`src/core/pac_pkg.sv`:
```
// constants and types shared by the converter output control block
package pac_pkg;
  localparam int PAC_WORD_WIDTH = 12;
  localparam int PAC_LATENCY = 5;
  localparam int PAC_SYNC_STAGES = 3;
  localparam int PAC_PIN_COUNT = 5;
  // pin positions inside the synchronised pin vector
  localparam int PAC_PIN_CODING = 0;
  localparam int PAC_PIN_OE_N = 1;
  localparam int PAC_PIN_DCS = 2;
  localparam int PAC_PIN_STD_PD = 3;
  localparam int PAC_PIN_PART_PD = 4;
  // register byte addresses
  localparam int PAC_ADDR_WIDTH = 4;
  localparam logic [3:0] PAC_ADDR_STATUS = 4'h0;
  localparam logic [3:0] PAC_ADDR_MASK = 4'h4;
  localparam logic [3:0] PAC_ADDR_STATE = 4'h8;
  // status and mask bit positions
  localparam int PAC_EVT_COUNT = 3;
  localparam int PAC_EVT_OVER = 0;
  localparam int PAC_EVT_PDOWN = 1;
  localparam int PAC_EVT_REFILL = 2;
  // reset values
  localparam logic [2:0] PAC_STATUS_RESET = 3'h0;
  localparam logic [2:0] PAC_MASK_RESET = 3'h0;
  localparam logic [4:0] PAC_PIN_RESET = 5'h00;
  typedef enum logic [1:0] {
    PAC_RUN,
    PAC_PARTIAL,
    PAC_STANDARD
  } pac_power_type;
endpackage

```
`src/core/pac_delay_line.sv`:
```
// fixed-depth shift register carrying words through the conversion pipeline
`timescale 1ns/10ps
`default_nettype none
module pac_delay_line #(
  parameter int WIDTH = 14,
  parameter int DEPTH = 4
) (
  input wire logic sys_clk_in,
  input wire logic rst_in,
  input wire logic [WIDTH-1:0] data_in,
  output logic [WIDTH-1:0] data_out
);
  logic [WIDTH-1:0] stage_reg [DEPTH];

  if (DEPTH < 1 || WIDTH < 1) begin : g_check
    $error("pac_delay_line needs DEPTH and WIDTH of at least one");
  end

  for (genvar i = 0; i < DEPTH; i++) begin : g_stage
    always_ff @(posedge sys_clk_in) begin
      if (rst_in) begin
        stage_reg[i] <= '0;
      end else if (i == 0) begin
        stage_reg[i] <= data_in;
      end else begin
        stage_reg[i] <= stage_reg[(i == 0) ? 0 : i - 1];
      end
    end
  end

  assign data_out = stage_reg[DEPTH-1];
endmodule // pac_delay_line
`default_nettype wire

```
`src/core/pac_output_ctrl.sv`:
```
// pipelined converter output control: pins, latency, coding, tri-state, power modes
`timescale 1ns/10ps
`default_nettype none
module pac_output_ctrl
  import pac_pkg::*;
#(
  parameter int WORD_WIDTH = PAC_WORD_WIDTH,
  parameter int LATENCY = PAC_LATENCY
) (
  input wire logic sys_clk_in,
  input wire logic rst_in,
  // quantizer result for the sample taken at this edge
  input wire logic [WORD_WIDTH-1:0] core_sample_in,
  input wire logic core_over_range_in,
  // level pins from the board
  input wire logic coding_select_in,
  input wire logic output_enable_n_in,
  input wire logic output_enable_driven_in,
  input wire logic dcs_select_in,
  input wire logic standard_powerdown_in,
  input wire logic partial_powerdown_in,
  // register port
  input wire logic [PAC_ADDR_WIDTH-1:0] reg_addr_in,
  input wire logic [31:0] reg_wdata_in,
  input wire logic reg_wr_in,
  input wire logic reg_rd_in,
  output logic [31:0] reg_rdata_out,
  // data pins
  output logic [WORD_WIDTH-1:0] sample_word_out,
  output logic sample_word_oe_n_out,
  output logic over_range_flag_out,
  output logic sample_valid_out,
  output logic duty_cycle_stabilizer_out,
  output logic [1:0] power_state_out,
  output logic irq_out
);
  localparam int PIPE_WIDTH = WORD_WIDTH + 2;

  if (WORD_WIDTH != PAC_WORD_WIDTH || LATENCY < 2) begin : g_check
    $error("pac_output_ctrl supports a 12-bit word and a latency of two or more");
  end

  logic [PAC_PIN_COUNT-1:0] pin_raw;
  logic [PAC_PIN_COUNT-1:0] pin_s1_reg;
  logic [PAC_PIN_COUNT-1:0] pin_s2_reg;
  logic [PAC_PIN_COUNT-1:0] pin_s3_reg;
  logic [PAC_PIN_COUNT-1:0] pin_reg;
  pac_power_type power_reg;
  pac_power_type power_next;
  logic capture;
  logic [PIPE_WIDTH-1:0] pipe_in;
  logic [PIPE_WIDTH-1:0] pipe_out;
  logic pipe_valid;
  logic pipe_over;
  logic [WORD_WIDTH-1:0] pipe_word;
  logic [PAC_EVT_COUNT-1:0] status_reg;
  logic [PAC_EVT_COUNT-1:0] status_next;
  logic [PAC_EVT_COUNT-1:0] mask_reg;
  logic [PAC_EVT_COUNT-1:0] events;
  logic [PAC_EVT_COUNT-1:0] clear_bits;

  // floating enable pin is pulled low by the pad, so it reads as enabled
  assign pin_raw[PAC_PIN_OE_N] = output_enable_driven_in & output_enable_n_in;
  assign pin_raw[PAC_PIN_CODING] = coding_select_in;
  assign pin_raw[PAC_PIN_DCS] = dcs_select_in;
  assign pin_raw[PAC_PIN_STD_PD] = standard_powerdown_in;
  assign pin_raw[PAC_PIN_PART_PD] = partial_powerdown_in;

  // pins are asynchronous to the convert clock; a level is taken once two stages agree
  for (genvar p = 0; p < PAC_PIN_COUNT; p++) begin : g_pin_sync
    always_ff @(posedge sys_clk_in) begin
      if (rst_in) begin
        pin_s1_reg[p] <= PAC_PIN_RESET[p];
        pin_s2_reg[p] <= PAC_PIN_RESET[p];
        pin_s3_reg[p] <= PAC_PIN_RESET[p];
        pin_reg[p] <= PAC_PIN_RESET[p];
      end else begin
        pin_s1_reg[p] <= pin_raw[p];
        pin_s2_reg[p] <= pin_s1_reg[p];
        pin_s3_reg[p] <= pin_s2_reg[p];
        if (pin_s2_reg[p] == pin_s3_reg[p]) begin
          pin_reg[p] <= pin_s3_reg[p];
        end
      end
    end
  end

  // standard power-down outranks the partial mode when both pins are high
  always_comb begin
    if (pin_reg[PAC_PIN_STD_PD]) begin
      power_next = PAC_STANDARD;
    end else if (pin_reg[PAC_PIN_PART_PD]) begin
      power_next = PAC_PARTIAL;
    end else begin
      power_next = PAC_RUN;
    end
  end

  always_ff @(posedge sys_clk_in) begin
    if (rst_in) begin
      power_reg <= PAC_RUN;
    end else begin
      power_reg <= power_next;
    end
  end

  // a sample is taken on every edge while running; power-down marks the slot empty
  assign capture = (power_reg == PAC_RUN);
  assign pipe_in = {capture, core_over_range_in, core_sample_in};

  pac_delay_line #(
    .WIDTH(PIPE_WIDTH),
    .DEPTH(LATENCY - 1)
  ) u_pipe (
    .sys_clk_in(sys_clk_in),
    .rst_in(rst_in),
    .data_in(pipe_in),
    .data_out(pipe_out)
  );

  assign pipe_valid = pipe_out[PIPE_WIDTH-1];
  assign pipe_over = pipe_out[PIPE_WIDTH-2];
  assign pipe_word = pipe_out[WORD_WIDTH-1:0];

  // final stage: coding, power gating; partial mode keeps the last word on the pins
  always_ff @(posedge sys_clk_in) begin
    if (rst_in) begin
      sample_word_out <= '0;
      over_range_flag_out <= 1'b0;
      sample_valid_out <= 1'b0;
    end else if (power_reg == PAC_STANDARD) begin
      sample_word_out <= '0;
      over_range_flag_out <= 1'b0;
      sample_valid_out <= 1'b0;
    end else if (pipe_valid) begin
      sample_word_out[WORD_WIDTH-2:0] <= pipe_word[WORD_WIDTH-2:0];
      sample_word_out[WORD_WIDTH-1] <= pipe_word[WORD_WIDTH-1] ^ pin_reg[PAC_PIN_CODING];
      over_range_flag_out <= pipe_over;
      sample_valid_out <= 1'b1;
    end else begin
      sample_valid_out <= 1'b0;
    end
  end

  always_ff @(posedge sys_clk_in) begin
    if (rst_in) begin
      sample_word_oe_n_out <= 1'b0;
    end else begin
      sample_word_oe_n_out <= pin_reg[PAC_PIN_OE_N];
    end
  end

  // the stabilizer itself is analog; this level selects it and the duty figures are its own
  always_ff @(posedge sys_clk_in) begin
    if (rst_in) begin
      duty_cycle_stabilizer_out <= 1'b0;
      power_state_out <= 2'h0;
    end else begin
      duty_cycle_stabilizer_out <= pin_reg[PAC_PIN_DCS];
      power_state_out <= power_reg;
    end
  end

  // events: over-range word leaving, power-down entered, first word after refill
  assign events[PAC_EVT_OVER] = pipe_valid && pipe_over && (power_reg != PAC_STANDARD);
  assign events[PAC_EVT_PDOWN] = (power_reg == PAC_RUN) && (power_next != PAC_RUN);
  assign events[PAC_EVT_REFILL] = pipe_valid && !sample_valid_out
    && (power_reg != PAC_STANDARD);
  assign clear_bits = (reg_wr_in && reg_addr_in == PAC_ADDR_STATUS)
    ? reg_wdata_in[PAC_EVT_COUNT-1:0] : '0;
  // a new event wins over a clear in the same cycle
  assign status_next = (status_reg & ~clear_bits) | events;

  always_ff @(posedge sys_clk_in) begin
    if (rst_in) begin
      status_reg <= PAC_STATUS_RESET;
    end else begin
      status_reg <= status_next;
    end
  end

  always_ff @(posedge sys_clk_in) begin
    if (rst_in) begin
      mask_reg <= PAC_MASK_RESET;
    end else if (reg_wr_in && reg_addr_in == PAC_ADDR_MASK) begin
      mask_reg <= reg_wdata_in[PAC_EVT_COUNT-1:0];
    end
  end

  always_ff @(posedge sys_clk_in) begin
    if (rst_in) begin
      irq_out <= 1'b0;
    end else begin
      irq_out <= |(status_reg & mask_reg);
    end
  end

  // read data stand only in the cycle after the strobe; unmapped reads return zero
  always_ff @(posedge sys_clk_in) begin
    if (rst_in) begin
      reg_rdata_out <= '0;
    end else if (reg_rd_in) begin
      unique case (reg_addr_in)
        PAC_ADDR_STATUS: reg_rdata_out <= {29'h0, status_reg};
        PAC_ADDR_MASK: reg_rdata_out <= {29'h0, mask_reg};
        PAC_ADDR_STATE: reg_rdata_out <= {25'h0, power_reg, pin_reg};
        default: reg_rdata_out <= '0;
      endcase
    end else begin
      reg_rdata_out <= '0;
    end
  end

  // helper ages for the stream assertions: edges spent running or powered down in a row;
  // a counter keeps the repetition out of the properties so the latency can grow freely
  localparam int AGE_WIDTH = $clog2(LATENCY + 1);
  localparam logic [AGE_WIDTH-1:0] AGE_FULL = AGE_WIDTH'(LATENCY);
  logic [AGE_WIDTH-1:0] run_age_reg;
  logic [AGE_WIDTH-1:0] idle_age_reg;

  always_ff @(posedge sys_clk_in) begin
    if (rst_in || power_reg != PAC_RUN) begin
      run_age_reg <= '0;
    end else if (run_age_reg != AGE_FULL) begin
      run_age_reg <= run_age_reg + 1'b1;
    end
  end

  always_ff @(posedge sys_clk_in) begin
    if (rst_in || power_reg == PAC_RUN) begin
      idle_age_reg <= '0;
    end else if (idle_age_reg != AGE_FULL) begin
      idle_age_reg <= idle_age_reg + 1'b1;
    end
  end
endmodule // pac_output_ctrl
`default_nettype wire

```
`config.mk`:
```
export PLATFORM = sky130hd
export DESIGN_NAME = pac_output_ctrl
export DESIGN_NICKNAME = d
export VERILOG_FILES = /design/src/core/pac_pkg.sv /design/src/core/pac_delay_line.sv /design/src/core/pac_output_ctrl.sv
export SDC_FILE = /design/constraint.sdc
export NUM_CORES = 1
export LEC_CHECK = 0
export ABC_AREA = 1
export BUFFER_PORTS_ARGS = -buffer_cell sky130_fd_sc_hd__buf_2
export CORE_MARGIN = 1.5
export CORE_UTILIZATION = 51
export DETAILED_ROUTE_END_ITERATION = 10
export PLACE_DENSITY = 0.82
export SYNTH_ARGS = -nofsm -noshare
export SYNTH_HDL_FRONTEND = slang
export SYNTH_SLANG_ARGS = --single-unit
```
`constraint.sdc`:
```
create_clock -name sys_clk_in -period 1.3 [get_ports sys_clk_in]
set_input_delay 0.26 -clock sys_clk_in [delete_from_list [all_inputs] [get_ports sys_clk_in]]
set_output_delay 0.26 -clock sys_clk_in [all_outputs]
set_load 0.01 [all_outputs]
```
==> results_dict.tcl <==
set metrics [dict create \
    status "complete, no violations" \
    synth_area_leader_cell "dfxtp_1" \
    cp_cell_sequence "buf_2" \
    finalSetupTns_ps 0 \
    grt_pass1_vias 2144 \
    leakage_nw 2.10 \
    area_growth_pct 11.8 \
    cts_buffer_depth 2 \
    period_share_pct 83.9 \
    die_area_mm2 0.00785 \
    drtAntennaViolNets 0 \
    critPathBufInv 1 \
    drt_iter0_drc 59 \
    worstPathMaxFanout 2 \
    hold_class "input pin to flip-flop" \
    rows 31 \
    h-tree-depth 3 \
    place_ws_ps 165 \
    cts_resized 0 \
    setup.worst_path.class "flip-flop to primary output" \
    cts-root-buf "clkbuf_8" \
    rsz0062_at_grt "false" \
    crit_required_ps 1040 \
    cts_tree "done" \
    grt.overflow.total 0 \
    nFillCells 628 \
    largest_reg_flops 56 \
    initial_core_util_pct 52.0 \
    slew_viol_final 0 \
    postLayoutCellArea_mm2 0.00418 \
    vias 2455 \
    drt_first_pass_iters 4 \
    diodes 0 \
    core_mm2 0.00718 \
    gp_congestion 0.723 \
    fin_ws_ps 210 \
    seq_area_frac_synth_pct 59.0 \
    path_clk_slew_ps 90 \
    vias_per_cell 4.06 \
    numPortBuffers 55 \
    synth_cell_type_count 21 \
    synth-seq-cells 110 \
    wl_um 5290 \
    ir_drop_mv 0.620 \
    wire_per_inst_um 8.75 \
    die_width_um 88.6 \
    fin_nets 560 \
    dp_hpwl_um 3780 \
    antenna_found_initial 0 \
    start_kind "flip-flop" \
    clock_sinks 110 \
    setup-violations-final 0 \
    fp.dieH_um 88.6 \
    hold_viol 0 \
    gr-usage-all-layers_pct 14.4 \
    power_mw 5.87 \
    max_freq_mhz 917 \
    insertion_delay_ps 360 \
    post_cts_buffers 0 \
    placed_area_mm2 0.00396 \
    fin_util_pct 58.2 \
    r2r_start "power_reg[0]" \
    p_per_area_mw_per_mm2 1410 \
    synth_warnings 0 \
    fin_crit_ps 1090 \
    io_pins 110 \
    worstSetupStartpoint "sample_word_out[3]" \
    endpoint_kind "primary output" \
    cts_hold_buf 0 \
    finalClockSkew_ps 8.06 \
    arrival_ps 830 \
    critPathSlowestCell "dfxtp_1" \
    syn-cell-area_mm2 0.00373 \
    grt_max_degree 58 \
    hp-start "core_sample_in[3]" \
    cpPeakStageDelay_ps 340 \
    critical-path-top-delay-family "flip-flops" \
    synth.area.top_cells "dfxtp_1 (59%), inv_1 (9.3%), nor2_1 (8.4%)" \
    cts_buffers 9 \
    cap_violations 0 \
    netlist_instances 444 \
    grt_pass1_wl_um 8670 \
    drive_above_1_share_pct 17.4 \
    syn_area_per_cell_um2 8.41 \
    synth.top_cell.area_share_pct 59.0 \
    drcViolationCount 0 \
]
==> stage by stage <==
stage / instances / hold WS [ps]
global route: 604 / 89.1
finish: 604 / 96.0
global placement: 589 / 390
CTS: 604 / 82.9
detailed placement: 589 / 392
floorplan: 468 / 367
==> per-layer routing <==
layer	wire, µm	GRT usage [%]	vias up	share of wire, %
met5	0	0	-	0
li1	-	-	1342	-
met3	257	4.48	7	4.9
met1	2450	17.2	1055	46
met2	2470	23.1	51	47
met4	107	7.81	0	2.0
==> cell usage after synthesis <==
| cell | number |
|---|---|
| dfxtp_1 | 110 |
| inv_1 | 93 |
| nor2_1 | 84 |
| nand2_1 | 62 |
| buf_4 | 28 |
| nand3_1 | 17 |
| a21oi_1 | 9 |
| buf_6 | 8 |
| nand4_1 | 6 |
| inv_2 | 5 |
| nor3_1 | 5 |
| o21ai_0 | 4 |
| buf_2 | 2 |
| nand2_2 | 2 |
| nor2_2 | 2 |
| nor2_4 | 2 |
| a211oi_1 | 1 |
| a21oi_4 | 1 |
| conb_1 | 1 |
| nor3_2 | 1 |
| xnor2_1 | 1 |
==> path summary, 6_finish.rpt <==
check                                 to  slack, ps  cells after the start
hold reg to reg   u_pipe.stage_reg[2][0]        400                      2
hold / removal    u_pipe.stage_reg[0][3]        100                      3
setup reg to reg     sample_word_out[10]        220                      5
setup / recovery      sample_word_out[3]        210                      1
==> kinds of logic (layout without fill, tap and decap cells) <==
kind of cell	after synthesis	in the layout	synth area share [%]
buffers and inverters	136	173	18.2
AO/OA/AOI/OAI	15	15	2.38
XOR/XNOR	1	1	0.235
other	1	25	0.100
AND/OR/NAND/NOR	181	181	20.2
flip-flops	110	110	59.0
==> power by group <==
group | total (mW) | leakage (nW) | switching (mW) | internal [mW]
clock | 2.13 | 0.0973 | 1.06 | 1.07
combinational | 0.265 | 1.11 | 0.175 | 0.0902
sequential | 3.47 | 0.897 | 0.0245 | 3.45
total | 5.87 | 2.10 | 1.26 | 4.61
==> area by class of cell <==
cell class / count / area (µm²) / share of cell area [%]
clock buffers: 9 / 124 / 2.97
multi-input cells: 222 / 945 / 22.6
repair buffers: 60 / 325 / 7.79
flip-flops and latches: 110 / 2200 / 52.7
clock inverters: 6 / 87.6 / 2.10
inverters: 98 / 368 / 8.81
well taps: 99 / 124 / 2.97
==> placed cells by master, fill, tap and decap left out <==
cell type,count
nand2_1,62
nor2_1,84
xnor2_1,1
nand2_2,2
clkbuf_8,9
buf_4,4
conb_1,25
nand3_1,17
inv_2,5
dfxtp_1,110
bufinv_16,2
buf_2,55
clkinv_2,1
clkinvlp_4,3
nor3_2,1
nor2_2,2
nor2_4,2
buf_12,1
a21oi_1,9
a211oi_1,1
nand4_1,6
nor3_1,5
inv_1,93
a21oi_4,1
o21ai_0,4
(Power assumes the default switching activity.)
